## config.mk

```make
export PLATFORM = sky130hd
export DESIGN_NAME = zcdg_top
export DESIGN_NICKNAME = d
export VERILOG_FILES = /design/src/design/zcdg_pkg.sv /design/src/design/zcdg_hyst.sv /design/src/design/zcdg_polf.sv /design/src/design/zcdg_top.sv
export VERILOG_INCLUDE_DIRS = /design/src /design/src/design
export SDC_FILE = /design/constraint.sdc
export NUM_CORES = 1
export LEC_CHECK = 0
export BUFFER_PORTS_ARGS = -buffer_cell sky130_fd_sc_hd__buf_2
export CORE_ASPECT_RATIO = 0.8
export CORE_MARGIN = 8
export CORE_UTILIZATION = 55
export CTS_BUF_LIST = sky130_fd_sc_hd__clkbuf_4 sky130_fd_sc_hd__clkbuf_8
export CTS_CLUSTER_DIAMETER = 50
export DETAILED_ROUTE_END_ITERATION = 7
export PLACE_DENSITY = 0.8
export SETUP_SLACK_MARGIN = 0.2
export SLEW_MARGIN = 20
export SYNTH_ARGS = -nofsm -noshare
export SYNTH_HDL_FRONTEND = slang
export SYNTH_SLANG_ARGS = --single-unit
```

## constraint.sdc

```tcl
create_clock -name clock_i -period 4 [get_ports clock_i]
set_input_delay 0.2 -clock clock_i [delete_from_list [all_inputs] [get_ports clock_i]]
set_output_delay 0.2 -clock clock_i [all_outputs]
set_load 0.005 [all_outputs]
```

## src/design/zcdg_defs.svh

```systemverilog
// Purpose: timing, level and width constants for zero crossing drive gating
// Assumes: 40 MHz system clock
// Notes: comparator levels are in millivolts and name the analogue trips
`ifndef ZCDG_DEFS_SVH
`define ZCDG_DEFS_SVH

`define ZCDG_CLK_MHZ 40
`define ZCDG_MAIN_START_MV 120
`define ZCDG_MAIN_STOP_MV 100
`define ZCDG_RECT_START_MV 200
`define ZCDG_RECT_STOP_MV 180
`define ZCDG_COMP_START_MV 220
`define ZCDG_COMP_STOP_MV 200
`define ZCDG_OL_ON0_US 1
`define ZCDG_OL_ON1_US 2
`define ZCDG_OL_ON2_US 4
`define ZCDG_OL_ON3_US 6
`define ZCDG_OL_OFF_MULT 3
`define ZCDG_OL_PULSES 4
`define ZCDG_POL_FILTER_US 10
`define ZCDG_CNT_W 12
`define ZCDG_CHK_W 16

`endif

```

## src/design/zcdg_pkg.sv

```systemverilog
// Purpose: types shared by the zero crossing drive gating block
// Assumes: nothing beyond the defs header
// Notes: holds types only
package zcdg_pkg;
  typedef enum logic {
    ZCDG_MODE_FIXED,
    ZCDG_MODE_MULTI
  } zcdg_mode_e;
  typedef enum logic [1:0] {
    ZCDG_OL_IDLE,
    ZCDG_OL_ON,
    ZCDG_OL_OFF
  } zcdg_ol_e;
endpackage : zcdg_pkg

```

## src/design/zcdg_hyst.sv

```systemverilog
// Purpose: one hysteretic enable from a start and a stop comparator flag
// Assumes: flags already synchronised to clock_i
// Notes: start and stop flags are true while the line is above each level
`timescale 1ns/1ps
module zcdg_hyst (
  input wire logic clock_i,
  input wire logic rst_i,
  input wire logic clear_i,
  input wire logic above_start_i,
  input wire logic above_stop_i,
  output logic enable_o
);
  logic en_q;
  // --------------------------------------------------------------
  // hysteresis latch
  // --------------------------------------------------------------
  always_ff @(posedge clock_i)
  begin
    if (rst_i || clear_i)
      en_q <= 1'b0;
    else if (!en_q && above_start_i)
      en_q <= 1'b1;
    else if (en_q && !above_stop_i)
      en_q <= 1'b0;
  end
  assign enable_o = en_q;

  hold_on_a : assert property (@(posedge clock_i) disable iff (rst_i)
    (en_q && above_stop_i && !clear_i) |=> en_q)
    else $error("enable dropped while above stop level");
  hold_off_a : assert property (@(posedge clock_i) disable iff (rst_i)
    (!en_q && !above_start_i) |=> !en_q)
    else $error("enable rose while below start level");
endmodule : zcdg_hyst

```

## src/design/zcdg_polf.sv

```systemverilog
// Purpose: polarity filter; output follows input held longer than filter
// Assumes: raw polarity already synchronised
// Notes: any shorter excursion restarts the timer
`timescale 1ns/1ps
`include "zcdg_defs.svh"
module zcdg_polf #(
  parameter int FILT_CYC = 400
) (
  input wire logic clock_i,
  input wire logic rst_i,
  input wire logic raw_i,
  output logic filt_o
);
  initial
  begin
    if (FILT_CYC < 1 || FILT_CYC >= (1 << `ZCDG_CNT_W))
      $error("filter count out of range");
  end
  logic [`ZCDG_CNT_W-1:0] cnt_q;
  logic filt_q;
  // --------------------------------------------------------------
  // filter timer
  // --------------------------------------------------------------
  always_ff @(posedge clock_i)
  begin
    if (rst_i)
      cnt_q <= '0;
    else if (raw_i == filt_q)
      cnt_q <= '0;
    else if (cnt_q != FILT_CYC[`ZCDG_CNT_W-1:0])
      cnt_q <= cnt_q + 1'b1;
  end
  always_ff @(posedge clock_i)
  begin
    if (rst_i)
      filt_q <= 1'b0;
    else if (raw_i != filt_q && cnt_q == FILT_CYC[`ZCDG_CNT_W-1:0])
      filt_q <= raw_i;
  end
  assign filt_o = filt_q;

  short_glitch_a : assert property (@(posedge clock_i) disable iff (rst_i)
    (raw_i == filt_q) |=> (cnt_q == 12'h000))
    else $error("filter timer not restarted");
endmodule : zcdg_polf

```

## src/design/zcdg_top.sv

```systemverilog
// Purpose: zero crossing gating of six drive outputs with open loop pulses
// Assumes: comparator flags and raw polarity arrive from the analogue side
// Notes: duty modulation itself is outside; duty_req_i is its pulse train
`timescale 1ns/1ps
`include "zcdg_defs.svh"
module zcdg_top #(
  parameter int CLK_MHZ = `ZCDG_CLK_MHZ,
  parameter int POL_FILTER_US = `ZCDG_POL_FILTER_US
) (
  input wire logic clock_i,
  input wire logic rst_i,
  input wire logic mode_multi_i,
  input wire logic polarity_raw_i,
  input wire logic main_above_start_i,
  input wire logic main_above_stop_i,
  input wire logic rect_above_start_i,
  input wire logic rect_above_stop_i,
  input wire logic comp_above_start_i,
  input wire logic comp_above_stop_i,
  input wire logic duty_req_i,
  output logic fast_leg_low_drive_o,
  output logic fast_leg_high_drive_o,
  output logic fast_leg_low_sync_o,
  output logic fast_leg_high_sync_o,
  output logic slow_leg_low_switch_o,
  output logic slow_leg_high_switch_o,
  output logic sense_blank_o,
  output logic positive_half_o,
  output logic open_loop_busy_o,
  output logic multi_mode_o
);
  localparam int FILT_CYC = POL_FILTER_US * CLK_MHZ;
  localparam int UNIT_CYC = CLK_MHZ;
  localparam int ON0_CYC = `ZCDG_OL_ON0_US * UNIT_CYC;
  localparam int OFF0_CYC = ON0_CYC * `ZCDG_OL_OFF_MULT;
  // whole sequence: every on time plus its off time
  localparam int OL_TOTAL = (`ZCDG_OL_ON0_US + `ZCDG_OL_ON1_US
    + `ZCDG_OL_ON2_US + `ZCDG_OL_ON3_US) * UNIT_CYC
    * (`ZCDG_OL_OFF_MULT + 1);
  initial
  begin
    if (CLK_MHZ < 1 || UNIT_CYC * `ZCDG_OL_ON3_US * `ZCDG_OL_OFF_MULT
        >= (1 << `ZCDG_CNT_W))
      $error("clock rate unsupported by pulse counter");
    if (OL_TOTAL >= (1 << `ZCDG_CHK_W))
      $error("clock rate unsupported by check counter");
  end

  // --------------------------------------------------------------
  // input synchronisers
  // --------------------------------------------------------------
  logic [6:0] sync1_q;
  logic [6:0] sync2_q;
  always_ff @(posedge clock_i)
  begin
    if (rst_i)
    begin
      sync1_q <= '0;
      sync2_q <= '0;
    end
    else
    begin
      sync1_q <= {polarity_raw_i, main_above_start_i, main_above_stop_i,
                  rect_above_start_i, rect_above_stop_i,
                  comp_above_start_i, comp_above_stop_i};
      sync2_q <= sync1_q;
    end
  end
  logic pol_raw;
  logic m_start;
  logic m_stop;
  logic r_start;
  logic r_stop;
  logic c_start;
  logic c_stop;
  assign {pol_raw, m_start, m_stop, r_start, r_stop, c_start, c_stop}
    = sync2_q;

  // --------------------------------------------------------------
  // polarity filter and edge detect
  // --------------------------------------------------------------
  logic pol_filt;
  logic pol_prev_q;
  zcdg_polf #(
    .FILT_CYC(FILT_CYC)
  ) u_polf (
    .clock_i(clock_i),
    .rst_i(rst_i),
    .raw_i(pol_raw),
    .filt_o(pol_filt)
  );
  always_ff @(posedge clock_i)
  begin
    if (rst_i)
      pol_prev_q <= 1'b0;
    else
      pol_prev_q <= pol_filt;
  end
  logic pol_rise;
  logic pol_fall;
  logic pol_edge;
  assign pol_rise = pol_filt && !pol_prev_q;
  assign pol_fall = !pol_filt && pol_prev_q;
  assign pol_edge = pol_rise || pol_fall;

  // a class may only enable once a polarity edge has been seen
  logic armed_q;
  always_ff @(posedge clock_i)
  begin
    if (rst_i)
      armed_q <= 1'b0;
    else if (pol_edge)
      armed_q <= 1'b1;
  end

  // --------------------------------------------------------------
  // hysteretic class enables
  // --------------------------------------------------------------
  // rectified magnitude flags serve both half cycles unchanged
  logic main_en;
  logic rect_en;
  logic comp_en;
  logic [2:0] st_vec;
  logic [2:0] sp_vec;
  logic [2:0] en_vec;
  assign st_vec = {c_start, r_start, m_start};
  assign sp_vec = {c_stop, r_stop, m_stop};
  genvar gi;
  generate
    for (gi = 0; gi < 3; gi++)
    begin : g_cls
      // each class judged on its own flags, so stops fall in any order
      zcdg_hyst u_hyst (
        .clock_i(clock_i),
        .rst_i(rst_i),
        .clear_i(pol_edge || !armed_q),
        .above_start_i(st_vec[gi]),
        .above_stop_i(sp_vec[gi]),
        .enable_o(en_vec[gi])
      );
    end
  endgenerate
  assign main_en = en_vec[0];
  assign rect_en = en_vec[1];
  assign comp_en = en_vec[2];

  // --------------------------------------------------------------
  // open loop sequencer
  // --------------------------------------------------------------
  zcdg_pkg::zcdg_ol_e ol_q;
  logic [1:0] ol_idx_q;
  logic [`ZCDG_CNT_W-1:0] ol_cnt_q;
  logic ol_low_q;
  logic [`ZCDG_CNT_W-1:0] on_len;
  always_comb
  begin
    case (ol_idx_q)
      2'h0: on_len = `ZCDG_CNT_W'(`ZCDG_OL_ON0_US * UNIT_CYC);
      2'h1: on_len = `ZCDG_CNT_W'(`ZCDG_OL_ON1_US * UNIT_CYC);
      2'h2: on_len = `ZCDG_CNT_W'(`ZCDG_OL_ON2_US * UNIT_CYC);
      default: on_len = `ZCDG_CNT_W'(`ZCDG_OL_ON3_US * UNIT_CYC);
    endcase
  end
  logic [`ZCDG_CNT_W-1:0] off_len;
  // off time three times on time keeps each pulse at quarter duty
  assign off_len = `ZCDG_CNT_W'(on_len * `ZCDG_OL_OFF_MULT);
  logic ol_cnt_done;
  assign ol_cnt_done = (ol_q == zcdg_pkg::ZCDG_OL_ON)
    ? (ol_cnt_q == on_len - 1'b1) : (ol_cnt_q == off_len - 1'b1);

  always_ff @(posedge clock_i)
  begin
    if (rst_i)
    begin
      ol_q <= zcdg_pkg::ZCDG_OL_IDLE;
      ol_idx_q <= 2'h0;
      ol_cnt_q <= '0;
    end
    else if (pol_edge)
    begin
      ol_q <= zcdg_pkg::ZCDG_OL_ON;
      ol_idx_q <= 2'h0;
      ol_cnt_q <= '0;
    end
    else
    begin
      case (ol_q)
        zcdg_pkg::ZCDG_OL_IDLE:
          ol_cnt_q <= '0;
        zcdg_pkg::ZCDG_OL_ON:
          if (ol_cnt_done)
          begin
            ol_q <= zcdg_pkg::ZCDG_OL_OFF;
            ol_cnt_q <= '0;
          end
          else
            ol_cnt_q <= ol_cnt_q + 1'b1;
        zcdg_pkg::ZCDG_OL_OFF:
          if (ol_cnt_done)
          begin
            ol_cnt_q <= '0;
            if (ol_idx_q == 2'(`ZCDG_OL_PULSES - 1))
              ol_q <= zcdg_pkg::ZCDG_OL_IDLE;
            else
            begin
              ol_q <= zcdg_pkg::ZCDG_OL_ON;
              ol_idx_q <= ol_idx_q + 1'b1;
            end
          end
          else
            ol_cnt_q <= ol_cnt_q + 1'b1;
        default:
          ol_q <= zcdg_pkg::ZCDG_OL_IDLE;
      endcase
    end
  end

  // switch choice latched at the edge that starts the sequence
  always_ff @(posedge clock_i)
  begin
    if (rst_i)
      ol_low_q <= 1'b0;
    else if (pol_edge)
      ol_low_q <= pol_rise;
  end

  logic ol_busy;
  logic ol_pulse;
  assign ol_busy = (ol_q != zcdg_pkg::ZCDG_OL_IDLE);
  assign ol_pulse = (ol_q == zcdg_pkg::ZCDG_OL_ON);

  // --------------------------------------------------------------
  // drive outputs, all registered
  // --------------------------------------------------------------
  // positive half: low fast switch is duty controlled, high is sync,
  // low slow switch conducts; roles swap in the negative half
  logic pos;
  logic duty_ok;
  logic comp_ok;
  logic rect_ok;
  assign pos = pol_filt;
  // the edge cycle already shows the new polarity while enables are
  // still being cleared, so no drive may follow it in that cycle
  logic ol_hold;
  assign ol_hold = ol_busy || pol_edge;
  // stops below trips clear enables before the true crossing
  assign duty_ok = main_en && !ol_hold && duty_req_i;
  assign comp_ok = comp_en && !ol_hold && !duty_req_i;
  assign rect_ok = rect_en && !ol_hold;

  always_ff @(posedge clock_i)
  begin
    if (rst_i)
    begin
      fast_leg_low_drive_o <= 1'b0;
      fast_leg_high_drive_o <= 1'b0;
      fast_leg_low_sync_o <= 1'b0;
      fast_leg_high_sync_o <= 1'b0;
      slow_leg_low_switch_o <= 1'b0;
      slow_leg_high_switch_o <= 1'b0;
    end
    else
    begin
      fast_leg_low_drive_o <= (ol_pulse && ol_low_q)
        || (duty_ok && pos);
      fast_leg_high_drive_o <= (ol_pulse && !ol_low_q)
        || (duty_ok && !pos);
      fast_leg_high_sync_o <= comp_ok && pos;
      fast_leg_low_sync_o <= comp_ok && !pos;
      slow_leg_low_switch_o <= rect_ok && pos;
      slow_leg_high_switch_o <= rect_ok && !pos;
    end
  end

  always_ff @(posedge clock_i)
  begin
    if (rst_i)
    begin
      sense_blank_o <= 1'b0;
      open_loop_busy_o <= 1'b0;
      positive_half_o <= 1'b0;
      multi_mode_o <= 1'b0;
    end
    else
    begin
      sense_blank_o <= ol_busy || pol_edge;
      open_loop_busy_o <= ol_busy || pol_edge;
      positive_half_o <= pol_filt;
      multi_mode_o <= (mode_multi_i == 1'(zcdg_pkg::ZCDG_MODE_MULTI));
    end
  end

  // --------------------------------------------------------------
  // checks
  // --------------------------------------------------------------
  // cycles since the last polarity edge, zero before the first one;
  // only the timing checks read it
  logic [`ZCDG_CHK_W-1:0] ol_age_q;
  always_ff @(posedge clock_i)
  begin
    if (rst_i)
      ol_age_q <= '0;
    else if (pol_edge)
      ol_age_q <= `ZCDG_CHK_W'(1);
    else if (ol_age_q != '0 && ol_age_q != '1)
      ol_age_q <= ol_age_q + 1'b1;
  end
  first_pulse_a : assert property (@(posedge clock_i) disable iff (rst_i)
    (ol_age_q != '0 && ol_age_q <= `ZCDG_CHK_W'(ON0_CYC))
      |-> ol_pulse)
    else $error("first open loop pulse too short");
  first_gap_a : assert property (@(posedge clock_i) disable iff (rst_i)
    (ol_age_q > `ZCDG_CHK_W'(ON0_CYC)
      && ol_age_q <= `ZCDG_CHK_W'(ON0_CYC + OFF0_CYC))
      |-> !ol_pulse)
    else $error("first open loop gap wrong");
  second_pulse_a : assert property (@(posedge clock_i) disable iff (rst_i)
    (ol_age_q == `ZCDG_CHK_W'(ON0_CYC + OFF0_CYC + 1))
      |-> ol_pulse)
    else $error("second open loop pulse late");
  ol_hold_a : assert property (@(posedge clock_i) disable iff (rst_i)
    ol_busy |=> !slow_leg_low_switch_o && !slow_leg_high_switch_o
      && !fast_leg_low_sync_o && !fast_leg_high_sync_o
      && sense_blank_o)
    else $error("slow or sync drive active during open loop");
  ol_side_a : assert property (@(posedge clock_i) disable iff (rst_i)
    (pol_rise ##1 ol_pulse) |=> fast_leg_low_drive_o
      && !fast_leg_high_drive_o)
    else $error("open loop pulse on wrong switch");
  ol_start_a : assert property (@(posedge clock_i) disable iff (rst_i)
    pol_edge |=> ol_busy)
    else $error("open loop sequence not started");
  main_gate_a : assert property (@(posedge clock_i) disable iff (rst_i)
    !main_en && !ol_busy |=> !fast_leg_low_drive_o
      && !fast_leg_high_drive_o)
    else $error("duty drive while disabled");
  no_overlap_a : assert property (@(posedge clock_i) disable iff (rst_i)
    !(fast_leg_low_drive_o && fast_leg_low_sync_o)
      && !(fast_leg_high_drive_o && fast_leg_high_sync_o))
    else $error("fast leg shoot through");
  seq_total_a : assert property (@(posedge clock_i) disable iff (rst_i)
    (ol_age_q == `ZCDG_CHK_W'(OL_TOTAL)) |-> ol_busy)
    else $error("open loop sequence ended early");
  seq_end_a : assert property (@(posedge clock_i) disable iff (rst_i)
    (ol_age_q == `ZCDG_CHK_W'(OL_TOTAL + 1)) |-> !ol_busy)
    else $error("open loop sequence ended late");
endmodule : zcdg_top

```

After elaboration in Yosys (flattened, before gate mapping):

Cells that the tools add are included.
W data, S select, Z words.

* bits in registers: 57
* output and inout bits: 10
* logic and storage cells: 114
* bits of input ports: 11

* add/subtract/negate cells: 5
* bitwise logic cells: 2
* muxes and demuxes: 15
* $mul: 1
* reductions and logical operators: 53
* equal/unequal tests: 16

Operator list (count)
* $add A12 B1 Y12 const B: 2
* $eq A12 B12 Y1: 2
* $pmux W12 S2: 1
* $pmux W8 S3: 1
* $sub A12 B1 Y12 const B: 2
* $logic_and A1 B1 Y1: 22
* $eq A12 B9 Y1 const B: 1
* $logic_not A1 Y1: 12
* $mul A12 B2 Y12 const B: 1
* $mux W12: 1
* $ne A12 B9 Y1 const B: 1
* $reduce_bool A2 Y1: 5
* $mux W1: 9
* $reduce_and A3 Y1: 3
* $eq A2 B2 Y1 const B: 3
* $logic_or A1 B1 Y1: 6
* $ne A2 B2 Y1 const B: 3
* $ne A3 B3 Y1 const B: 2
* $pmux W2 S3: 1
* $reduce_or A2 Y1: 3
* $eq A2 B1 Y1 const B: 2
* $logic_not A2 Y1: 2
* $mux W2: 2
* $add A2 B1 Y2 const B: 1
* 3 further kinds: 4

Logic depth before layout (Yosys ltp):

Gate-level depths: netlist of run 1.

* depth after elaboration: 9
* mapped depth: 11
* depth with buffers taken out: 10

Modules after synthesis:

From an unflattened synthesis of run 1, not the netlist that was laid out.

* cell total of the unflattened synthesis: 313
* area, all modules: 2879.0 um^2

By module, submodules not included
* zcdg_top: seq. area each 820.8 um^2, area each 2059.5 um^2, cells each 230, times used 1
* zcdg_polf: seq. area each 260.2 um^2, area each 699.4 um^2, cells each 74, times used 1
* zcdg_hyst: seq. area each 20.0 um^2, area each 40.0 um^2, cells each 3, times used 3

Worst setup path after synthesis of run 1:

Ideal clock, no wire load.

* path kind: register -> register
* start point: register ol_idx_q[0]
* end point: register ol_q[0]
* period minus slack after synthesis: 2.702 ns
* data arrival time: 2.581 ns
* cell stages (with the launch flop): 9
* path buffers: 0
* slack: 1.298 ns
* setup time: 0.121 ns
* required time: 3.879 ns
* path through: dfxtp_1 > inv_1 > ha_1 > and4bb_1 > and3_1 > or4_1 > a2111o_1 > a21oi_1 > mux2_2

* longest elaborated chain between the ends: 8
* elaborated cells between the ends (all ways): 18
* classes of those cells: add/sub (2); mul (1); eq/ne (7); mux (6); reduce/logical (2)

Ends and longest elaborated chain
* from (decl): line zcdg_top.sv:151 `logic [1:0] ol_idx_q;`
* from (signal assigned): line zcdg_top.sv:207 `ol_idx_q <= ol_idx_q + 1'b1;`
* $eq A2 B2 Y1 (tied with other cells): line zcdg_top.sv:157 `case (ol_idx_q)`
* $pmux W8 S3: line zcdg_top.sv:157
* $mul A12 B2 Y12 (no source line)
* $sub A12 B1 Y12: line zcdg_top.sv:169 `? (ol_cnt_q == on_len - 1'b1) : (ol_cnt_q == off_len - 1'b1);`
* $eq A12 B12 Y1: line zcdg_top.sv:169
* $mux W1: line zcdg_top.sv:169
* $ne A3 B3 Y1 (no source line)
* $reduce_and A3 Y1 (no source line)
* to (signal assigned): line zcdg_top.sv:175 `ol_q <= zcdg_pkg::ZCDG_OL_IDLE;`
* to (signal assigned): line zcdg_top.sv:181 `ol_q <= zcdg_pkg::ZCDG_OL_ON;`
* to (signal assigned): line zcdg_top.sv:193 `ol_q <= zcdg_pkg::ZCDG_OL_OFF;`
* to (decl): line zcdg_top.sv:150 `zcdg_pkg::zcdg_ol_e ol_q;`

Several ways; a longest one is shown, not always the timed one. The select of a mux whose other input is x is not followed.
A chain may end at the register's enable or synchronous reset.

Final worst setup path of run 1:

* start point: register ol_q[1]
* end point: register ol_cnt_q[7]

* longest elaborated chain between the ends: 4
* elaborated cells between the ends (all ways): 8
* classes of those cells: eq/ne (2); mux (3); reduce/logical (3)

Ends and longest elaborated chain
* $eq A2 B1 Y1: line zcdg_top.sv:168, zcdg_top.sv:187
* $mux W1: line zcdg_top.sv:169
* $mux W12: line zcdg_top.sv:191, zcdg_top.sv:199
* $pmux W12 S2: line zcdg_top.sv:187 `case (ol_q)`
* to (signal assigned): line zcdg_top.sv:197 `ol_cnt_q <= ol_cnt_q + 1'b1;`
* to (signal assigned): line zcdg_top.sv:211 `ol_cnt_q <= ol_cnt_q + 1'b1;`
* to (decl): line zcdg_top.sv:152 `` logic [`ZCDG_CNT_W-1:0] ol_cnt_q; ``

Several ways; a longest one is shown, not always the timed one.

==> flow_summary.yaml, run 1 <==
timing:
  setup_violations: 0
  fin_crit_sh: 0.825
  finClkSkew_ns: 0.00381
  drv_slew: 0
  worst_slew_pin_slew_ns: 0.524
  hold_viol_final: 0
  rsz0062_at_grt: "no"
  tns_ns: 0
  relSlewSlack: 0.651
  timing.fmax_mhz: 303
  fin_crit_ns: 3.30
yosys:
  yosys.area.top_type: "dfxtp_1"
  syn_inst: 308
  synth_flop_cell: "dfxtp_1"
  synthTopCellsByCount: "dfxtp_1, nor2_1, nand2_1, nor2b_1, nand3_1"
  synth_nets: 336
  synth.avg_cell_area_um2: 8.99
  synthTopCellsByArea: "dfxtp_1, ha_1, nor2b_1, o311ai_2, nor2_1"
  yosysSeqAreaShare: 0.412
  ys_types: 50
  synth_warnings: 0
  synthesis.area_um2: 2770
  async_flop_share: 0
  synth_top_area_frac: 0.412
  yosysMostFrequentCell: "dfxtp_1"
  synth_edf_count: 0
  synth.ff_latch_count: 57
pwr:
  ir_drop_uv: 439
  p_leak_nw: 1.15
  p_per_area_nw_per_um2: 374
cells_and_area:
  n_antenna_cell: 0
  area_growth_pct: 11.9
  fin_area_um2: 3100
  fillers: 404
  final_nets: 352
  drive_gt1_frac: 0.149
clocking:
  htree_levels: 3
  cts_hold_buffers: 0
  numCtsBuffers: 9
  cts.sinks: 57
  cts_resized: 0
  cts.clk_slew.worst_paths_ns: 0.06
  cts_root_buf: "clkbuf_8"
  post_cts_buffers: 0
  cts_tree: "done"
  clk_path_buf_depth: 2
  insertion_delay_ns: 0.33
detailed_routing:
  drtAntennaViolNets: 0
  drt_iter0_markers: 192
  routed_wl_um: 5380
  vias: 2204
  viasPerCell: 5.64
  first_pass_iters: 5
  drc: 0
  wl_per_cell_um: 13.8
global_route:
  grt_pass1_wl_um: 9090
  grt_antenna_before_repair: 0
  grt_usage: 0.152
  first_global_vias: 2079
  grt_max_degree: 30
  grt_overflow: 0
die:
  row_count: 23
  die_area_um2: 7570
  coreArea_um2: 4920
  start_util: 0.563
  die_w_um: 95.3
  ios: 21
  die_h_um: 79.5
worst_setup_path:
  startpoint: "ol_q[1]"
  arrival_ns: 3.54
  slowest_delay_ns: 0.62
  r2r_cells: 8
  timing.rr.end: "ol_cnt_q[7]"
  path_buf_inv: 1
  worst-path-stages: 8
  cp_cell_sequence: "inv_1 > ha_1 > or3b_2 > o21a_1 > o22ai_1 > a2111o_1 > or3b_1 > o311ai_2"
  crit_family: "simple AND/OR/NAND/NOR gates"
  critPathMaxFanout: 17
  reg2reg_from: "ol_q[1]"
  crit_required_ns: 4.24
  start_kind: "flop"
  crit_type: "flop to flop"
  endpoint_kind: "flop"
  r2r_slack_ns: 0.70
  slowest_stage: "or3b_1"
flow_run:
  max_cap_violations: 0
placed_design:
  numPortBuffers: 20
  hpwl_um: 3770
  place_area_um2: 2880
  gp_congestion: 0.812
min_path:
  whs_path_depth: 2
  whs_endpoint: "fast_leg_low_sync_o"
  hold_class: "primary input to flop"
  min_from: "duty_req_i"
outcome:
  status: "finished clean"
logic make-up (layout without fill, tap and decap cells):
group | count (synthesis) | after routing | share of synthesized area
and+or+nand+nor | 142 | 142 | 0.274
DFF | 57 | 57 | 0.412
AOI/OAI and AO/OA | 41 | 41 | 0.119
buffers and inverters | 29 | 50 | 0.0429
adders and majority gates | 17 | 17 | 0.0768
xor gates and xnor gates | 13 | 13 | 0.0411
muxes | 9 | 9 | 0.0334
how the worst max path moves through the flow:
stage	slack, ns	endpoint
after CTS	0.74	ol_cnt_q[10]
after global routing	0.45	ol_cnt_q[6]
final	0.70	ol_cnt_q[7]
after detailed placement	0.75	ol_cnt_q[10]
after floorplan	1.30	ol_q[0]
after global placement	0.85	ol_cnt_q[9]
worst register-to-register path, delay by kind of cell (launching register included):
family | cells | cell delay (ns)
adder cells (fa/ha/maj) | 1 | 0.48
buffers and inverters | 1 | 0.09
AND/OR/NAND/NOR | 2 | 1.15
AO/OA/AOI/OAI | 4 | 1.14
flip-flops | 1 | 0.35
cell type report:
cell class | instances | area, um2 | share of cell area
flip-flops and latches | 57 | 1140 | 0.368
multi-input cells | 222 | 1510 | 0.487
inverters | 13 | 48.8 | 0.0157
clock inverters | 4 | 50.0 | 0.0161
well taps | 62 | 77.6 | 0.0250
repair buffers | 21 | 108 | 0.0347
clock buffers | 12 | 165 | 0.0533
sequential cells by signal, summed over array words and instances (netlist names), 2 cells and up:
register,count
ol_cnt_q,12
u_polf.cnt_q,12
sync1_q,7
sync2_q,7
g_cls.u_hyst.enable_o,3
ol_idx_q,2
ol_q,2
layer usage:
layer | share of wire | GRT usage
met5 | 0 | 0
met4 | 0.016 | 0.0622
met3 | 0.054 | 0.0620
met2 | 0.48 | 0.246
met1 | 0.45 | 0.175
power breakdown:
| group | switching, mW | total (mW) | internal (mW) |
|---|---|---|---|
| logic | 0.0120 | 0.0218 | 0.00982 |
| clock network | 0.224 | 0.561 | 0.337 |
| registers | 0.00208 | 0.577 | 0.575 |
per-stage QoR:
step	hold WS, ns	total power [mW]	util	instances	setup WS (ns)
after floorplan	0.277	0.603	-	308	1.30
after global placement	0.409	0.611	0.586	375	0.847
after CTS	0.0456	1.17	0.630	391	0.738
after global routing	0.0542	1.20	0.630	391	0.446
final	0.0589	1.16	0.630	391	0.701
after detailed placement	0.404	0.612	0.586	375	0.749
layout by cell type (no fill, tap or decap), types with 3 or more instances in the layout:
cell type  netlist  layout
mux2i_1          7       7
nand4_1          8       8
o31ai_1          3       3
a22oi_1          3       3
nand2b_1         5       5
nor2b_1         22      22
nor3_1           5       5
xnor2_1          6       6
o21ai_0          7       7
and3_1           7       7
o311ai_2         7       7
or3_1            4       4
ha_1            17      17
nor2_1          29      29
a21oi_1         11      11
buf_2            2      20
nand2_1         24      24
dfxtp_1         57      57
clkbuf_8         0      12
inv_1           13      13
xor2_1           7       7
nand3_1         20      20
No activity file was read; power rests on OpenSTA's default activity.
==> run 2: changes to the inputs <==
--- a/config.mk
+++ b/config.mk
@@ -13,7 +13,7 @@
 export CTS_BUF_LIST = sky130_fd_sc_hd__clkbuf_4 sky130_fd_sc_hd__clkbuf_8
 export CTS_CLUSTER_DIAMETER = 50
 export DETAILED_ROUTE_END_ITERATION = 7
-export PLACE_DENSITY = 0.8
+export PLACE_DENSITY = 0.83
 export SETUP_SLACK_MARGIN = 0.2
 export SLEW_MARGIN = 20
 export SYNTH_ARGS = -nofsm -noshare
==> constraint.sdc (replaced) <==
create_clock -name clock_i -period 2.72 [get_ports clock_i]
set_input_delay 0.136 -clock clock_i [delete_from_list [all_inputs] [get_ports clock_i]]
set_output_delay 0.136 -clock clock_i [all_outputs]
set_load 0.005 [all_outputs]
==> flow_summary.yaml, run 2 (same netlist as run 1, synthesis figures left out) <==
clocking:
  cts_root_buf: "clkbuf_8"
  cts_tree: "done"
  numCtsBuffers: 9
  cts.sinks: 57
  insertion_delay_ns: 0.34
  htree_levels: 3
  clk_path_buf_depth: 2
  cts.clk_slew.worst_paths_ns: 0.06
timing:
  fin_crit_ns: 2.64
  relSlewSlack: 0.675
  whs_ns: 0.0145
  rsz0062_at_grt: "yes"
  fin_crit_sh: 0.970
  finClkSkew_ns: 0.00738
  setup_violations: 0
  hold_viol_final: 0
  tns_ns: 0
  timing.fmax_mhz: 379
  drv_slew: 0
  worst_slew_pin_slew_ns: 0.488
cells_and_area:
  drive_gt1_frac: 0.251
  fillers: 358
  n_antenna_cell: 0
  final-seq-area_um2: 1150
  multiInputGateArea_um2: 1660
  top_regs: "ol_cnt_q x12, u_polf.cnt_q x12"
  final_cell_mix: "dfxtp_1, nor2_1, nand2_1"
  area_growth_pct: 23.7
  final_common_cell: "dfxtp_1"
  final_nets: 374
global_route:
  first_global_vias: 2231
  grt_pass1_wl_um: 10000
  grt_max_degree: 30
  grt_usage: 0.167
  use_met3: 0.0639
  grt_overflow: 0
  use_met1: 0.192
  globalRoute.busiestLayer: "met2"
  grtUsageMet2: 0.272
  grt_antenna_before_repair: 0
die:
  die_w_um: 95.3
  ios: 21
  row_count: 23
  start_util: 0.563
  die_area_um2: 7570
  die_h_um: 79.5
  coreArea_um2: 4920
pwr:
  switching_share: 0.223
  pwr-share-comb: 0.023
  p_per_area_nw_per_um2: 482
  total_power_mw: 1.65
  ir_drop_uv: 387
  seqPwrFrac: 0.513
  p_clk_frac: 0.464
  p_sw_mw: 0.367
  internal-power_mw: 1.28
  p_leak_nw: 1.26
min_path:
  hold_class: "primary input to flop"
worst_setup_path:
  crit_required_ns: 2.95
  crit_type: "flop to flop"
  endpoint_kind: "flop"
  start_kind: "flop"
  arrival_ns: 2.87
  critPathMaxFanout: 6
detailed_routing:
  first_pass_iters: 5
  drc: 0
  drtAntennaViolNets: 0
  wl_per_cell_um: 14.6
  routed_wl_um: 6020
  vias: 2307
  drt_iter0_markers: 95
  viasPerCell: 5.59
placed_design:
  numPortBuffers: 20
  gp_congestion: 0.865
  hpwl_um: 3810
outcome:
  status: "finished clean"
flow_run:
  max_cap_violations: 0
## run 2: changes by cell type in the layout (fill, tap and decap cells not counted), moves of 4 or more
| cell | before | now |
|---|---|---|
| inv_1 | 13 | 9 |
| buf_4 | 1 | 14 |
| ha_2 | 0 | 4 |
| dlygate4sd3_1 | 0 | 5 |
| ha_1 | 17 | 10 |
## run 2: worst max-delay path: stages, from the launching register on
cell and delay [ns]:
dfxtp_4 0.40, inv_4 0.05, ha_2 0.18, and4bb_1 0.24
and3_4 0.18, or4_4 0.47, a2111o_1 0.42, buf_6 0.15
a21oi_4 0.14, mux2_4 0.30
## run 2: worst paths after layout
kind / from / to / slack, ns / cells past startpoint
hold reg to reg: sync1_q[6] / sync2_q[6] / 0.44 / 1
hold / removal: comp_above_stop_i / sync1_q[0] / 0.01 / 2
setup reg to reg: ol_idx_q[1] / ol_q[0] / 0.08 / 9
setup / recovery: ol_idx_q[1] / ol_q[0] / 0.08 / 9
## run 2: final cells by class
type / instances / share of cell area
clock buffer: 9 / 0.0362
tap: 62 / 0.0227
clock inverter: 7 / 0.0205
multi-input combinational: 223 / 0.485
inverter: 13 / 0.0157
timing repair buffer: 42 / 0.0844
sequential: 57 / 0.335
## run 2: power by group through the flow
stage / clock, mW / combinational, mW / sequential, mW
2_1_floorplan: 0 / 0.0197 / 0.864
6_report: 0.765 / 0.0386 / 0.846
4_1_cts: 0.783 / 0.0381 / 0.846
3_3_place_gp: 0 / 0.0316 / 0.865
3_5_place_dp: 0 / 0.0324 / 0.865
5_1_grt: 0.831 / 0.0423 / 0.847
## run 2: layer usage
layer	wire length, um	up-vias	part of all wire
met5	0	-	0
li1	-	1158	-
met4	87	0	0.014
met1	2600	1096	0.43
met2	3000	43	0.50
met3	340	10	0.056
## run 2: stage by stage
| stage | util | cell area [um2] | cells | setup WS (ns) |
|---|---|---|---|---|
| after global placement | 0.603 | 2970 | 383 | 0.00212 |
| after CTS | 0.681 | 3350 | 412 | 0.119 |
| after floorplan | - | 2790 | 308 | 0.201 |
| after global routing | 0.696 | 3420 | 413 | 0.0258 |
| final | 0.696 | 3420 | 413 | 0.0813 |
| after detailed placement | 0.603 | 2970 | 383 | -0.0400 |
## run 2: repair_timing
action,4_1_cts,5_1_grt
endpoints found under the setup margin,13,15
setup buffers,7,1
cloned,1,0
resized for setup,20,12
hold endpoints to repair,6,0
pin swaps,18,6
hold buffers,5,0
==> run 3: changes to the inputs <==
--- a/config.mk
+++ b/config.mk
@@ -13,7 +13,7 @@
 export CTS_BUF_LIST = sky130_fd_sc_hd__clkbuf_4 sky130_fd_sc_hd__clkbuf_8
 export CTS_CLUSTER_DIAMETER = 50
 export DETAILED_ROUTE_END_ITERATION = 7
-export PLACE_DENSITY = 0.83
+export PLACE_DENSITY = 0.89
 export SETUP_SLACK_MARGIN = 0.2
 export SLEW_MARGIN = 20
 export SYNTH_ARGS = -nofsm -noshare
==> flow_summary.yaml, run 3 (same netlist as run 1, synthesis figures left out) <==
outcome:
  status: "finished clean"
placed_design:
  hpwl_um: 3940
  gp_congestion: 0.871
  place_ws_ns: -0.0321
  numPortBuffers: 20
detailed_routing:
  drtAntennaViolNets: 0
  vias: 2378
  drt_iter0_markers: 141
  wl_per_cell_um: 15.7
  drc: 0
  first_pass_iters: 4
  routed_wl_um: 6470
  viasPerCell: 5.76
timing:
  worst_slew_pin_slew_ns: 0.506
  relSlewSlack: 0.662
  tns_ns: 0
  finClkSkew_ns: 0.00731
  drv_slew: 0
  whs_ns: 0.0205
  fin_crit_ns: 2.65
  rsz0062_at_grt: "yes"
  hold_viol_final: 0
  fin_ws_ns: 0.0693
  setup_violations: 0
  fin_crit_sh: 0.975
  timing.fmax_mhz: 377
die:
  die_area_um2: 7570
  start_util: 0.563
  die_w_um: 95.3
  coreArea_um2: 4920
  row_count: 23
  die_h_um: 79.5
  ios: 21
clocking:
  htree_levels: 3
  insertion_delay_ns: 0.35
  cts.clk_slew.worst_paths_ns: 0.07
  clk_path_buf_depth: 2
  cts.sinks: 57
  numCtsBuffers: 9
  cts_root_buf: "clkbuf_8"
  cts_tree: "done"
global_route:
  grt_overflow: 0
  grt_antenna_before_repair: 0
  use_met3: 0.0648
  grt_usage: 0.174
  use_met1: 0.193
  grt_max_degree: 30
  grtUsageMet2: 0.287
  first_global_vias: 2254
  globalRoute.busiestLayer: "met2"
  grt_pass1_wl_um: 10300
worst_setup_path:
  crit_type: "flop to flop"
  crit_required_ns: 2.98
  critPathMaxFanout: 7
  arrival_ns: 2.91
  start_kind: "flop"
  endpoint_kind: "flop"
cells_and_area:
  final_cell_mix: "dfxtp_1, nor2_1, nand2_1"
  top_regs: "ol_cnt_q x12, u_polf.cnt_q x12"
  drive_gt1_frac: 0.234
  area_growth_pct: 24.3
  final-seq-area_um2: 1150
  fillers: 318
  n_antenna_cell: 0
  final_nets: 374
  final_common_cell: "dfxtp_1"
  multiInputGateArea_um2: 1620
pwr:
  p_per_area_nw_per_um2: 491
  ir_drop_uv: 489
  p_leak_nw: 1.28
min_path:
  hold_class: "primary input to flop"
flow_run:
  max_cap_violations: 0
## run 3: changes by cell type in the layout (fill, tap and decap cells not counted), sizes merged
cell and change:
or3b -1, clkbuf +1, buf -3, inv +1
clkinv -1, dlygate4sd3 +3
## run 3: final cells by class
cell class                      instances  share of cell area
Tap cell                               62              0.0225
Inverter                               13              0.0156
Clock inverter                          7              0.0225
Timing Repair Buffer                   43              0.0985
Multi-Input combinational cell        222               0.471
Sequential cell                        57               0.334
Clock buffer                            9              0.0360
## run 3: worst paths after layout
kind	from	to	slack, ns	depth (start not counted)
setup reg to reg	ol_idx_q[0]	ol_cnt_q[5]	0.07	11
hold reg to reg	sync1_q[2]	sync2_q[2]	0.44	1
setup / recovery	ol_idx_q[0]	ol_cnt_q[5]	0.07	11
hold / removal	rect_above_start_i	sync1_q[3]	0.02	2
## run 3: per-layer routing
metal  part of all wire  vias to the layer above
met2               0.49                       77
met5                  0                        -
met4              0.021                        0
met1               0.42                     1123
li1                   -                     1161
met3              0.063                       17
## run 3: worst max-delay path, stage by stage, from the launching register on
cell and delay, ns:
dfxtp_4 0.40, inv_4 0.05, ha_2 0.18, inv_2 0.06
ha_4 0.21, nor2b_2 0.17, a221oi_2 0.27, xor2_1 0.20
a2111o_1 0.17, or3b_4 0.43, buf_12 0.16, o311ai_4 0.25
## run 3: through the flow
step	instances	utilization	cell area, um2	total power, mW
3_5_place_dp	382	0.606	2980	0.898
5_1_grt	413	0.699	3440	1.75
3_3_place_gp	382	0.606	2980	0.896
6_report	413	0.699	3440	1.69
2_1_floorplan	308	-	2790	0.884
4_1_cts	412	0.678	3340	1.70
## run 3: power by group
part	internal (mW)	switching (mW)	total (mW)
combinational	0.0220	0.0201	0.0420
sequential	0.843	0.00317	0.846
clock	0.428	0.372	0.800
## run 3: timing repair
item                                    in CTS  in global routing
endpoints found under the hold margin        9                  0
pin swaps                                    8                  7
endpoints found under the setup margin      13                 15
gates resized for setup                     10                 14
setup buffers                                6                  0
hold buffers                                 8                  0
cloned                                       0                  1
